--- src/mas_params.svh ---
// constants of the mode and application selector: offsets, fields, codes and timings
`ifndef MAS_PARAMS_SVH
`define MAS_PARAMS_SVH

// ==================================================
// register offsets
`define MAS_OFS_CTRL      8'h00
`define MAS_OFS_CMD       8'h04
`define MAS_OFS_APPCFG    8'h08
`define MAS_OFS_SELCFG    8'h0c
`define MAS_OFS_DAYS      8'h10
`define MAS_OFS_START     8'h14
`define MAS_OFS_END       8'h18
`define MAS_OFS_REQDLY    8'h1c
`define MAS_OFS_STATUS    8'h20
`define MAS_OFS_APPSTAT   8'h24

// ==================================================
// control fields
`define MAS_CTRL_EVT_EN   0
`define MAS_CTRL_PERM_CFG 1
`define MAS_CTRL_SCHED_EN 2

// ==================================================
// command codes
`define MAS_CMD_OFF       8'h01
`define MAS_CMD_MAN       8'h02
`define MAS_CMD_AUTO      8'h03
`define MAS_CMD_TEST_NL   8'h0c
`define MAS_CMD_RSTART    8'h0d
`define MAS_CMD_TEST_L    8'h0e
`define MAS_CMD_TEST_P    8'h0f

// ==================================================
// application codes
`define MAS_APP_SEL_INPUT 4'ha
`define MAS_APP_DRIVE     4'hb
`define MAS_APP_RESET     4'h0

// ==================================================
// event codes
`define MAS_EVT_OFF       3'h1
`define MAS_EVT_MAN       3'h2
`define MAS_EVT_AUTO      3'h3
`define MAS_EVT_TEST      3'h4
`define MAS_EVT_RSTART    3'h5

// ==================================================
// timing
`define MAS_CLK_PERIOD_NS 20
`define MAS_MS_TIME_NS    1000000
`define MAS_MS_CYCLES     (`MAS_MS_TIME_NS / `MAS_CLK_PERIOD_NS)
`define MAS_STABLE_MS     1000
`define MAS_MISSING_MS    5000

`endif

--- src/mas_pkg.sv ---
// types of the mode and application selector
package mas_pkg;
	// one-hot operating mode
	typedef enum logic [4:0] {
		MAS_OFF    = 5'b00001,
		MAS_MAN    = 5'b00010,
		MAS_AUTO   = 5'b00100,
		MAS_TEST   = 5'b01000,
		MAS_RSTART = 5'b10000
	} mas_mode_t;

	// mode indicator group
	typedef struct packed {
		logic mode_off;
		logic mode_manual;
		logic mode_auto;
		logic mode_test;
		logic mode_remote_start;
		logic not_off;
		logic any_automatic;
	} mas_ind_t;

	// application status group
	typedef struct packed {
		logic [10:0] app;
		logic        emergency_plant;
		logic        grid_parallel_plant;
		logic        gen_parallel_plant;
		logic        engine_only;
	} mas_app_t;

	// mode change event
	typedef struct packed {
		logic       valid;
		logic [2:0] code;
	} mas_evt_t;
endpackage

--- src/mas_top.sv ---
// mode and application selector: remote start arbitration, mode indicators, application choice
//
// The strobed register port and the register offsets were chosen for this implementation.
`timescale 1ns/100ps
`include "mas_params.svh"

module mas_top #(
	parameter int MS_CYCLES  = `MAS_MS_CYCLES,
	parameter int STABLE_MS  = `MAS_STABLE_MS,
	parameter int MISSING_MS = `MAS_MISSING_MS
) (
	input  wire logic              core_clk_in,
	input  wire logic              rst_n_in,
	input  wire logic [7:0]        addr_in,
	input  wire logic [31:0]       wdata_in,
	input  wire logic              wr_in,
	input  wire logic              rd_in,
	output logic      [31:0]       rdata_out,
	input  wire logic              remote_start_permit_input_in,
	input  wire logic              remote_start_request_input_in,
	input  wire logic              test_request_input_in,
	input  wire logic              load_inhibit_in,
	input  wire logic              submode_block_in,
	input  wire logic              engine_stopped_in,
	input  wire logic [10:0]       app_select_input_in,
	input  wire logic              rtc_valid_in,
	input  wire logic [2:0]        rtc_weekday_in,
	input  wire logic [10:0]       rtc_minute_in,
	output mas_pkg::mas_ind_t      ind_out,
	output mas_pkg::mas_app_t      app_out,
	output mas_pkg::mas_evt_t      event_out,
	output logic                   engine_run_out,
	output logic                   gen_load_out,
	output logic                   ac_measure_en_out,
	output logic                   clock_invalid_anomaly_out,
	output logic                   incoherent_config_anomaly_out,
	output logic                   incoherent_is_alarm_out
);
	import mas_pkg::*;

	// ==================================================
	// helpers
	// lowest set bit as one-hot, zero when none
	function automatic logic [10:0] first_set(input logic [10:0] v);
		logic [10:0] r;
		r = 11'h000;
		for (int i = 10; i >= 0; i--) begin
			if (v[i]) begin
				r = 11'h000;
				r[i] = 1'b1;
			end
		end
		return r;
	endfunction

	// application code to one-hot flag, zero for codes without an application
	function automatic logic [10:0] code_onehot(input logic [3:0] c);
		logic [10:0] r;
		r = 11'h000;
		if (c < `MAS_APP_SEL_INPUT)
			r[c] = 1'b1;
		else if (c == `MAS_APP_DRIVE)
			r[10] = 1'b1;
		return r;
	endfunction

	// ==================================================
	// pin synchronisers
	logic [15:0] sync1;
	logic [15:0] sync2;
	logic [15:0] pins_raw;
	assign pins_raw = {remote_start_permit_input_in, remote_start_request_input_in, test_request_input_in,
		load_inhibit_in, submode_block_in, app_select_input_in};

	// two stages before any logic looks at the pins
	always_ff @(posedge core_clk_in or negedge rst_n_in) begin
		if (!rst_n_in) begin
			sync1 <= 16'h0000;
			sync2 <= 16'h0000;
		end else begin
			sync1 <= pins_raw;
			sync2 <= sync1;
		end
	end

	logic        permit_s;
	logic        request_s;
	logic        test_s;
	logic        inhibit_s;
	logic        block_s;
	logic [10:0] sel_s;
	logic        stopped_s;
	assign {permit_s, request_s, test_s, inhibit_s, block_s, sel_s} = sync2;

	// engine stopped also comes from a pin
	logic stop1;
	always_ff @(posedge core_clk_in or negedge rst_n_in) begin
		if (!rst_n_in) begin
			stop1     <= 1'b0;
			stopped_s <= 1'b0;
		end else begin
			stop1     <= engine_stopped_in;
			stopped_s <= stop1;
		end
	end

	// ==================================================
	// registers
	logic [2:0]  ctrl;
	logic [3:0]  app_cfg;
	logic [10:0] sel_cfg;
	logic [6:0]  sched_days;
	logic [10:0] sched_start;
	logic [10:0] sched_end;
	logic [15:0] req_delay_ms;
	logic        wr_cmd;
	assign wr_cmd = wr_in && (addr_in == `MAS_OFS_CMD);

	// configuration writes
	always_ff @(posedge core_clk_in or negedge rst_n_in) begin
		if (!rst_n_in) begin
			ctrl         <= 3'h0;
			app_cfg      <= `MAS_APP_RESET;
			sel_cfg      <= 11'h000;
			sched_days   <= 7'h00;
			sched_start  <= 11'h000;
			sched_end    <= 11'h000;
			req_delay_ms <= 16'h0000;
		end else if (wr_in) begin
			case (addr_in)
				`MAS_OFS_CTRL:   ctrl         <= wdata_in[2:0];
				`MAS_OFS_APPCFG: app_cfg      <= wdata_in[3:0];
				`MAS_OFS_SELCFG: sel_cfg      <= wdata_in[10:0];
				`MAS_OFS_DAYS:   sched_days   <= wdata_in[6:0];
				`MAS_OFS_START:  sched_start  <= wdata_in[10:0];
				`MAS_OFS_END:    sched_end    <= wdata_in[10:0];
				`MAS_OFS_REQDLY: req_delay_ms <= wdata_in[15:0];
				default: ;
			endcase
		end
	end

	// ==================================================
	// millisecond tick shared by all delays
	logic [31:0] ms_cnt;
	logic        ms_tick;
	assign ms_tick = (ms_cnt == 32'(MS_CYCLES - 1));
	always_ff @(posedge core_clk_in or negedge rst_n_in) begin
		if (!rst_n_in)
			ms_cnt <= 32'h0;
		else if (ms_tick)
			ms_cnt <= 32'h0;
		else
			ms_cnt <= ms_cnt + 32'h1;
	end

	// ==================================================
	// remote start sources
	mas_mode_t mode;
	mas_mode_t next_mode;
	logic      permitted;
	logic      req_delayed;
	logic [15:0] req_ms;
	logic      in_window;
	logic      sched_req;
	logic      cmd_rs;
	logic      cmd_test;
	logic      rs_want;
	logic      test_want;

	// unassigned permit input means always permitted
	assign permitted = !ctrl[`MAS_CTRL_PERM_CFG] || permit_s;

	// activation delay counted in ms, dropped at once on release
	always_ff @(posedge core_clk_in or negedge rst_n_in) begin
		if (!rst_n_in) begin
			req_ms      <= 16'h0000;
			req_delayed <= 1'b0;
		end else if (!request_s) begin
			req_ms      <= 16'h0000;
			req_delayed <= 1'b0;
		end else if (req_ms >= req_delay_ms) begin
			req_delayed <= 1'b1;
		end else if (ms_tick) begin
			req_ms <= req_ms + 16'h0001;
		end
	end

	// window wraps past midnight when end precedes start
	always_comb begin
		if (sched_start == sched_end)
			in_window = 1'b1;
		else if (sched_start < sched_end)
			in_window = (rtc_minute_in >= sched_start) && (rtc_minute_in < sched_end);
		else
			in_window = (rtc_minute_in >= sched_start) || (rtc_minute_in < sched_end);
	end

	// untrusted clock never starts the engine, it raises the anomaly instead
	assign sched_req = ctrl[`MAS_CTRL_SCHED_EN] && rtc_valid_in && in_window
		&& sched_days[rtc_weekday_in];
	assign clock_invalid_anomaly_out = ctrl[`MAS_CTRL_SCHED_EN] && (sched_days != 7'h00)
		&& !rtc_valid_in;

	// command latches; a new main mode command cancels them
	always_ff @(posedge core_clk_in or negedge rst_n_in) begin
		if (!rst_n_in) begin
			cmd_rs   <= 1'b0;
			cmd_test <= 1'b0;
		end else if (wr_cmd) begin
			case (wdata_in[7:0])
				`MAS_CMD_RSTART: cmd_rs <= 1'b1;
				`MAS_CMD_TEST_NL, `MAS_CMD_TEST_L, `MAS_CMD_TEST_P: cmd_test <= 1'b1;
				`MAS_CMD_OFF, `MAS_CMD_MAN, `MAS_CMD_AUTO: begin
					cmd_rs   <= 1'b0;
					cmd_test <= 1'b0;
				end
				default: ;
			endcase
		end else if (mode == MAS_RSTART) begin
			cmd_test <= 1'b0;
		end
	end

	assign rs_want   = permitted && (req_delayed || sched_req || cmd_rs);
	assign test_want = test_s || cmd_test;

	// ==================================================
	// operating mode
	mas_mode_t main_mode;

	// main mode from host commands, off after reset
	always_ff @(posedge core_clk_in or negedge rst_n_in) begin
		if (!rst_n_in)
			main_mode <= MAS_OFF;
		else if (wr_cmd) begin
			case (wdata_in[7:0])
				`MAS_CMD_OFF:  main_mode <= MAS_OFF;
				`MAS_CMD_MAN:  main_mode <= MAS_MAN;
				`MAS_CMD_AUTO: main_mode <= MAS_AUTO;
				default: ;
			endcase
		end
	end

	// sub-modes can be held once running but not entered while blocked
	always_comb begin
		case (main_mode)
			MAS_AUTO: begin
				if (rs_want && (mode == MAS_RSTART || !block_s))
					next_mode = MAS_RSTART;
				else if (test_want && (mode == MAS_TEST || !block_s))
					next_mode = MAS_TEST;
				else
					next_mode = MAS_AUTO;
			end
			MAS_MAN: next_mode = MAS_MAN;
			default: next_mode = MAS_OFF;
		endcase
	end

	// single one-hot state register
	always_ff @(posedge core_clk_in or negedge rst_n_in) begin
		if (!rst_n_in)
			mode <= MAS_OFF;
		else
			mode <= next_mode;
	end

	// indicators straight off the state flops
	assign ind_out.mode_off          = mode[0];
	assign ind_out.mode_manual       = mode[1];
	assign ind_out.mode_auto         = mode[2];
	assign ind_out.mode_test         = mode[3];
	assign ind_out.mode_remote_start = mode[4];
	assign ind_out.not_off           = !mode[0];
	assign ind_out.any_automatic     = mode[2] || mode[3] || mode[4];

	// engine and load demand of the sub-modes
	assign engine_run_out = mode[3] || mode[4];
	assign gen_load_out   = mode[4] && !inhibit_s;

	// ==================================================
	// mode change events
	function automatic logic [2:0] evt_code(input mas_mode_t m);
		case (m)
			MAS_MAN:    return `MAS_EVT_MAN;
			MAS_AUTO:   return `MAS_EVT_AUTO;
			MAS_TEST:   return `MAS_EVT_TEST;
			MAS_RSTART: return `MAS_EVT_RSTART;
			default:    return `MAS_EVT_OFF;
		endcase
	endfunction

	// one pulse per change, naming the new mode
	always_ff @(posedge core_clk_in or negedge rst_n_in) begin
		if (!rst_n_in) begin
			event_out <= '0;
		end else begin
			event_out.valid <= ctrl[`MAS_CTRL_EVT_EN] && (next_mode != mode);
			event_out.code  <= evt_code(next_mode);
		end
	end

	// ==================================================
	// application selection
	logic [10:0] sel_act;
	logic [10:0] sel_prev;
	logic [15:0] stable_ms;
	logic [15:0] missing_ms;
	logic [10:0] sel_app;
	logic        sel_valid;
	logic        sel_mode;
	logic [10:0] app_cur;

	assign sel_mode = (app_cfg == `MAS_APP_SEL_INPUT);
	assign sel_act  = sel_s & sel_cfg;

	// stability and absence timers in ms
	always_ff @(posedge core_clk_in or negedge rst_n_in) begin
		if (!rst_n_in) begin
			sel_prev   <= 11'h000;
			stable_ms  <= 16'h0000;
			missing_ms <= 16'h0000;
		end else begin
			sel_prev <= sel_act;
			if (sel_act != sel_prev)
				stable_ms <= 16'h0000;
			else if (ms_tick && stable_ms < 16'(STABLE_MS))
				stable_ms <= stable_ms + 16'h0001;
			if (!sel_mode || sel_act != 11'h000)
				missing_ms <= 16'h0000;
			else if (ms_tick && missing_ms < 16'(MISSING_MS))
				missing_ms <= missing_ms + 16'h0001;
		end
	end

	// take a new choice only when stopped, off and settled
	always_ff @(posedge core_clk_in or negedge rst_n_in) begin
		if (!rst_n_in) begin
			sel_app   <= 11'h000;
			sel_valid <= 1'b0;
		end else if (sel_mode && sel_act != 11'h000 && sel_act == sel_prev
			&& stable_ms >= 16'(STABLE_MS) && stopped_s && mode == MAS_OFF) begin
			sel_app   <= first_set(sel_act);
			sel_valid <= 1'b1;
		end
	end

	// previous selection kept while inputs are missing
	assign app_cur = sel_mode ? (sel_valid ? sel_app : 11'h000) : code_onehot(app_cfg);

	assign incoherent_config_anomaly_out = sel_mode && (missing_ms >= 16'(MISSING_MS));
	assign incoherent_is_alarm_out = incoherent_config_anomaly_out
		&& !(sel_valid && sel_cfg != 11'h000);

	// plant class flags and per application flags, registered
	always_ff @(posedge core_clk_in or negedge rst_n_in) begin
		if (!rst_n_in) begin
			app_out <= '0;
		end else begin
			app_out.app                 <= app_cur;
			app_out.emergency_plant     <= |(app_cur & 11'h2d6);
			app_out.grid_parallel_plant <= |(app_cur & 11'h39c);
			app_out.gen_parallel_plant  <= |(app_cur & 11'h3e0);
			app_out.engine_only         <= app_cur[10];
		end
	end

	// engine only plant runs no ac measurement
	assign ac_measure_en_out = !app_out.engine_only;

	// ==================================================
	// read port, data one cycle after the strobe
	always_ff @(posedge core_clk_in or negedge rst_n_in) begin
		if (!rst_n_in) begin
			rdata_out <= 32'h0;
		end else if (rd_in) begin
			case (addr_in)
				`MAS_OFS_CTRL:    rdata_out <= {29'h0, ctrl};
				`MAS_OFS_APPCFG:  rdata_out <= {28'h0, app_cfg};
				`MAS_OFS_SELCFG:  rdata_out <= {21'h0, sel_cfg};
				`MAS_OFS_DAYS:    rdata_out <= {25'h0, sched_days};
				`MAS_OFS_START:   rdata_out <= {21'h0, sched_start};
				`MAS_OFS_END:     rdata_out <= {21'h0, sched_end};
				`MAS_OFS_REQDLY:  rdata_out <= {16'h0, req_delay_ms};
				`MAS_OFS_STATUS:  rdata_out <= {22'h0, incoherent_is_alarm_out, incoherent_config_anomaly_out,
					clock_invalid_anomaly_out, cmd_test, cmd_rs, 5'(mode)};
				`MAS_OFS_APPSTAT: rdata_out <= {20'h0, sel_valid, app_out.app};
				default:          rdata_out <= 32'h0;
			endcase
		end else begin
			rdata_out <= 32'h0;
		end
	end
endmodule

--- config.mk ---
export PLATFORM = sky130hd
export DESIGN_NAME = mas_top
export DESIGN_NICKNAME = d
export VERILOG_FILES = /design/src/mas_pkg.sv /design/src/mas_top.sv
export VERILOG_INCLUDE_DIRS = /design/src
export SDC_FILE = /design/constraint.sdc
export NUM_CORES = 1
export LEC_CHECK = 0
export ABC_AREA = 1
export BUFFER_PORTS_ARGS = -buffer_cell sky130_fd_sc_hd__buf_2
export CAP_MARGIN = 5
export CORE_MARGIN = 10
export CORE_UTILIZATION = 36
export DETAILED_ROUTE_END_ITERATION = 8
export PLACE_DENSITY = 0.62
export SLEW_MARGIN = 15
export SYNTH_ARGS = -nofsm -noshare
export SYNTH_HDL_FRONTEND = slang
export SYNTH_SLANG_ARGS = --single-unit
--- constraint.sdc ---
create_clock -name core_clk_in -period 2 [get_ports core_clk_in]
set_input_delay 0.2 -clock core_clk_in [delete_from_list [all_inputs] [get_ports core_clk_in]]
set_output_delay 0.2 -clock core_clk_in [all_outputs]
set_load 0.01 [all_outputs]
Word-level counts from Yosys, hierarchy flattened
Index checks and enable logic that the tools add are counted.
{ "word_totals": {"elab_cells": 194, "out_inout_bits": 64, "ff_bits": 264, "inputBits": 76} }
{ "classes": {"order_cmp": 12, "bitwise": 1, "addsub": 4, "eq_ne": 36, "n_mux": 43, "reduce_logical": 67} }
{ "op_table": {"columns": ["cell", "count"], "rows": [
  ["$pmux 16 s9", 1],
  ["$mux 11", 13],
  ["$mux 16", 7],
  ["$mux 32", 2],
  ["$add 16x1->16 const B", 3],
  ["$eq 8x4->1 const B", 6],
  ["$add 32x1->32 const B", 1],
  ["$eq 32x16->1 const B", 1],
  ["$eq 8x5->1 const B", 4],
  ["$logic_and 1x1->1", 23],
  ["$eq 11x11->1", 2],
  ["$lt 11x11->1", 2],
  ["$reduce_and 2->1", 11],
  ["$reduce_bool 11->1", 2],
  ["$eq 8x2->1 const B", 2],
  ["$eq 8x6->1 const B", 2],
  ["$ge 16x10->1 const B", 1],
  ["$ge 16x13->1 const B", 1],
  ["$ge 16x16->1", 1],
  ["$lt 16x10->1 const B", 1],
  ["$lt 16x13->1 const B", 1],
  ["$pmux 5 s3", 1],
  ["$pmux 3 s4", 1],
  ["$reduce_or 6->1", 2],
  ["35 further kinds", 72]
]} }

Depth between registers and ports, before layout
{ "logic_depth": {"word_depth": 14, "mapped_depth": 21, "depth_no_buf": 21} }

Least setup slack after synthesis
OpenSTA, ideal clock, no wires.
{ "synth_timing": {"path_kind": "reg-to-reg", "startpoint": "register req_ms[1]", "endpoint": "register req_ms[12]", "setup_ps": 121, "path_buffers": 0, "arrival_ps": 1896, "period_less_slack_ps": 2018, "required_time_ps": 1879, "setup_slack_ps": -18, "path_stages_with_launch": 12, "path_cell_list": "dfrtp_1 ha_1 a21oi_1 o21ai_0 nand2_1 o211ai_1 nand2_1 nand3_1 nor3_4 nand3b_1 o21ai_0 nor2_1"} }
{ "synth_between": {"elab_chain_len": 4, "elab_cells_between_ends": 7, "classes_between": "add/sub: 1; order compare: 1; eq/ne: 1; mux: 3; reduce/logical: 1"} }
{ "synth_lines": {"columns": ["item", "line", "source"], "rows": [
  ["start: declaration", "mas_top.sv:163", "logic [15:0] req_ms;"],
  ["start signal: assignment", "mas_top.sv:185", "req_ms <= req_ms + 16'h0001;"],
  ["$add 16x1->16", "mas_top.sv:185", null],
  ["$mux 16", "mas_top.sv:184", "end else if (ms_tick) begin"],
  ["$mux 16", "mas_top.sv:182", "end else if (req_ms >= req_delay_ms) begin"],
  ["$mux 16", "mas_top.sv:179", "end else if (!request_s) begin"]
]} }
Several ways; a longest one is shown, not always the timed one. The select of a mux whose other input is x is not followed.
A chain may end at the register's enable or synchronous reset.

Final worst setup path
{ "layout_timing": {"startpoint": "register missing_ms[14]", "endpoint": "output incoherent_is_alarm_out"} }
{ "layout_between": {"elab_chain_len": 3} }
{ "layout_lines": {"columns": ["item", "line", "source"], "rows": [
  ["start: declaration", "mas_top.sv:310", "logic [15:0] missing_ms;"],
  ["start signal: assignment", "mas_top.sv:334", "missing_ms <= missing_ms + 16'h0001;"],
  ["$ge 16x13->1", "mas_top.sv:353", "assign incoherent_config_anomaly_out = sel_mode && (missing_ms >= 16'(MISSING_MS));"],
  ["$logic_and 1x1->1", "mas_top.sv:353", null],
  ["$logic_and 1x1->1", "mas_top.sv:355", "&& !(sel_valid && sel_cfg != 11'h000);"],
  ["end: declaration", "mas_top.sv:37", "output logic incoherent_is_alarm_out"]
]} }
No other way between the ends.

==> impl_metrics.csv <==
group,metric,value,unit
run_status,status,"finished, violations left",
run_status,violations,"setup timing",
clock_tree,clock_path_buffers,3,
synth,avgSynthCellArea,8.400,um^2
clock_tree,cts.sinks,245,
power_and_ir_drop,p_int,9.331,mW
global_routing,grt_pass1_wl,58.96,mm
detailed_routing,detail-route-antenna-nets,0,
sta,setup_viol,42,
worst_setup_path,crit_path_end_kind,"output pin",
worst_setup_path,worstPathRequired,1.80,ns
synth,synth_ff_type,"dfrtp_1",
worst_setup_path,worstPathMaxFanout,2,
global_routing,grt-ovfl-total,0,
synth,syn-cell-area,0.01246,mm^2
place,io_buffers,107,
power_and_ir_drop,power.density,707.7,mW/mm^2
power_and_ir_drop,clkPwrFrac,48.0,%
power_and_ir_drop,power,12.31,mW
place,gp_congestion,0.9647,
worst_setup_path,slowest_stage,"dfrtp_1",
sta,tns,-1.925,ns
synth,ys_seq_elements,245,
floorplan,die_w,206.0,um
worst_setup_path,r2r_start,"sched_end[10]$_DFFE_PN0P_",
global_routing,grt_antenna_before_repair,4,
final_layout,final_util,50.61,%
worst_setup_path,critPathTopFamily,"simple AND/OR/NAND/NOR gates",
clock_tree,numCtsBuffers,28,
worst_setup_path,path_buf_inv,1,
worst_setup_path,r2r-end,"event_out[3]$_DFF_PN0_",
detailed_routing,via_per_inst,4.911,
worst_setup_path,rr_worst_depth,17,
floorplan,die_h,206.0,um
floorplan,die_area,0.04244,mm^2
synth,syn_inst,1483,
floorplan,start_util,36.24,%
job,cap_viol_max_count,0,
global_routing,track_usage,17.27,%
worst_setup_path,worst-setup-path-type,"reg2out",
power_and_ir_drop,p_leak,8.633,nW
worst_setup_path,critPathMaxStageDelay,0.40,ns
clock_tree,clock_latency,0.56,ns
clock_tree,cts-root-buf,"clkbuf_16",
worst_setup_path,worst-path-stages,8,
synth,post_synth_num_cell_types,61,
sta,period_share,109.5,%
final_layout,area_delta_synth_final,39.64,%
floorplan,pin_count,140,
detailed_routing,drcViolationCount,0,
worst_setup_path,r2r_setup_slack,-0.17,ns
place,dpl_cell_area,0.01483,mm^2
detailed_routing,drt-initial-drc-count,716,
synth,yosysSeqAreaShare,49.24,%
detailed_routing,vias,11360,
worst_setup_path,crit_chain,"nor2_2 > nand2_1 > nor3_2 > nand3_1 > o2111ai_2 > nand2_2 > a21oi_4 > buf_6",
power_and_ir_drop,irDropWorstVdd,778.7,uV
power_and_ir_drop,p_sw,2.980,mW
sta,hold_viol_final,0,
global_routing,grt_pass1_vias,11100,
sta,slew_viol_final,0,
detailed_routing,wl_per_cell,16.49,um
clock_tree,cts_tree,"yes",
sta,max_freq,456.7,MHz
sta,tightestPinTransition,0.5738,ns
power_and_ir_drop,combPwrFrac,10.2,%
floorplan,fp-row-count,68,
worst_setup_path,crit_start,"missing_ms[14]$_DFFE_PN0P_",
sta,holdWs,0.05474,ns
power_and_ir_drop,swShare,24.20,%
detailed_routing,drt_wl_total,38.13,mm
worst_hold_path,min_path_type,"in2reg",
synth,synth_enable_flop_cells,0,
final_layout,num_antenna_cells,0,
worst_setup_path,start_kind,"flop",
sta,setup_ws,-0.1896,ns
power_and_ir_drop,seqPwrFrac,41.8,%
final_layout,drive_above_1_share,32.24,%
final_layout,nNetsFinal,1968,
floorplan,core_area,0.03437,mm^2
worst_setup_path,crit_arrival,1.99,ns
final_layout,fin_area,0.01740,mm^2
sta,skew,0.02988,ns
place,hpwl,28.04,mm
clock_tree,cts.reportedPaths.clkPinSlew,0.07,ns
synth,ys_warn_count,0,
sta,relSlewSlack,61.75,%
synth,async_flop_share,100.0,%
worst_setup_path,crit_end,"incoherent_is_alarm_out",
global_routing,grt_max_degree,65,
clock_tree,htreeDepth,1,
sta,layout_min_cycle_time,2.190,ns
detailed_routing,drtPass1Iterations,5,
sta,rsz0062_at_grt,"true",
state kept, by name, summed over array words and instances, names as in the netlist, 4 cells and up:
name,cells
sync2,16
sel_cfg,11
sched_days,7
req_delay_ms,16
rdata_out,16
app_out,14
ms_cnt,32
sel_prev,11
mode,5
event_out,4
sel_app,11
sync1,16
app_cfg,4
missing_ms,16
stable_ms,16
sched_end,11
sched_start,11
req_ms,16
cells in the mapped netlist, types with 6 or more instances:
cell,instances,area [um^2]
a221oi_1,6,52.55
o22ai_1,10,62.56
nor3_1,46,230.2
clkbuf_1,18,67.56
inv_2,9,33.78
nand4_1,26,162.7
dfrtp_1,243,6081
nor3_2,8,80.08
ha_1,54,675.7
xor2_1,19,166.4
nor2_1,113,424.2
o21ai_1,11,55.05
o21a_1,6,45.04
nor2_2,6,37.54
buf_2,6,30.03
inv_1,235,882.1
a21oi_1,77,385.4
o21ai_0,113,565.5
nand2_1,287,1077
a31oi_1,12,75.07
nor4_1,21,131.4
nand3_1,63,315.3
buf_4,17,127.6
stage by stage:
step | worst slack, ns | cells
global route | -0.3070 | 2313
detailed placement | -0.3034 | 2199
floorplan | 0.04567 | 1498
global placement | -0.2495 | 2199
CTS | -0.1166 | 2287
finish | -0.1896 | 2313
worst min-delay path, delay by kind of cell:
family | cells | cell delay [ns]
buf+inv | 1 | 0.09
compound gates | 1 | 0.18
simple gates | 2 | 0.11
power groups by stage:
| stage | Clock [mW] | Sequential [mW] | Combinational (mW) |
|---|---|---|---|
| detailed placement | 0 | 5.23 | 1.01 |
| CTS | 6.01 | 5.15 | 1.15 |
| floorplan | 0 | 5.22 | 0.504 |
| global placement | 0 | 5.23 | 0.997 |
| global route | 6.25 | 5.16 | 1.39 |
| finish | 5.91 | 5.15 | 1.26 |
layout make-up:
type	count	area (um^2)
Fill cell	3249	16980
Tap cell	455	569.3
Timing Repair Buffer	352	2601
Inverter	249	957.2
Clock buffer	33	759.5
Multi-Input combinational cell	962	6071
Sequential cell	245	6133
Clock inverter	17	304.0
routing by layer:
layer	global-route usage (%)	up-vias	part of all wire [%]
met4	4.431	0	2.2
met3	3.307	53	5.6
met5	0	-	0
met2	28.66	297	48
li1	-	5550	-
met1	22.66	5460	44
worst min-delay path by stage:
stage,from,end,slack [ns],cells past startpoint
6_report,wdata_in[1],cmd_rs$_DFFE_PN0P_,0.05,4
4_1_cts,wdata_in[1],cmd_rs$_DFFE_PN0P_,0.02,4
3_3_place_gp,rst_n_in,ms_cnt[25]$_DFF_PN0_,0.14,1
3_5_place_dp,rst_n_in,ms_cnt[25]$_DFF_PN0_,0.15,1
5_1_grt,wdata_in[1],cmd_rs$_DFFE_PN0P_,0.07,4
2_1_floorplan,rst_n_in,app_cfg[0]$_DFFE_PN0P_,-0.1,0
timing repair:
| item | CTS | global route |
|---|---|---|
| hold buffers | 23 | 0 |
| resized for setup | 108 | 154 |
| setup endpoints to repair | 63 | 83 |
| pin swaps | 42 | 61 |
| setup buffers | 15 | 28 |
| hold endpoints to repair | 97 | 0 |
kinds of logic after synthesis:
| logic type | after synthesis | synth area share, % |
|---|---|---|
| buffers and inverters | 291 | 9.391 |
| XOR/XNOR | 23 | 1.617 |
| other | 1 | 0.03010 |
| AND/OR/NAND/NOR | 603 | 22.28 |
| adder cells (fa/ha/maj) | 54 | 5.424 |
| flip-flops | 245 | 49.24 |
| AO/OA/AOI/OAI | 266 | 12.02 |
cell usage in the layout, fill, tap and decap left out, types with 11 or more instances in the layout:
cell	netlist	layout
a21oi_1	77	62
a21oi_2	1	15
a31oi_1	12	11
buf_2	6	104
buf_4	17	197
buf_6	0	21
clkbuf_16	0	28
conb_1	1	16
dfrtp_1	243	243
dlygate4sd3_1	0	23
ha_1	54	41
ha_4	0	12
inv_1	235	205
inv_2	9	35
nand2_1	287	251
nand2_2	2	29
nand3_1	63	53
nand3_2	5	11
nand4_1	26	26
nor2_1	113	91
nor2_2	6	12
nor2_4	3	19
nor3_1	46	33
nor3_2	8	13
nor4_1	21	11
o21ai_0	113	89
o21ai_1	11	23
o21ai_2	0	12
xor2_1	19	19
Power figures use the tool's default switching activity.
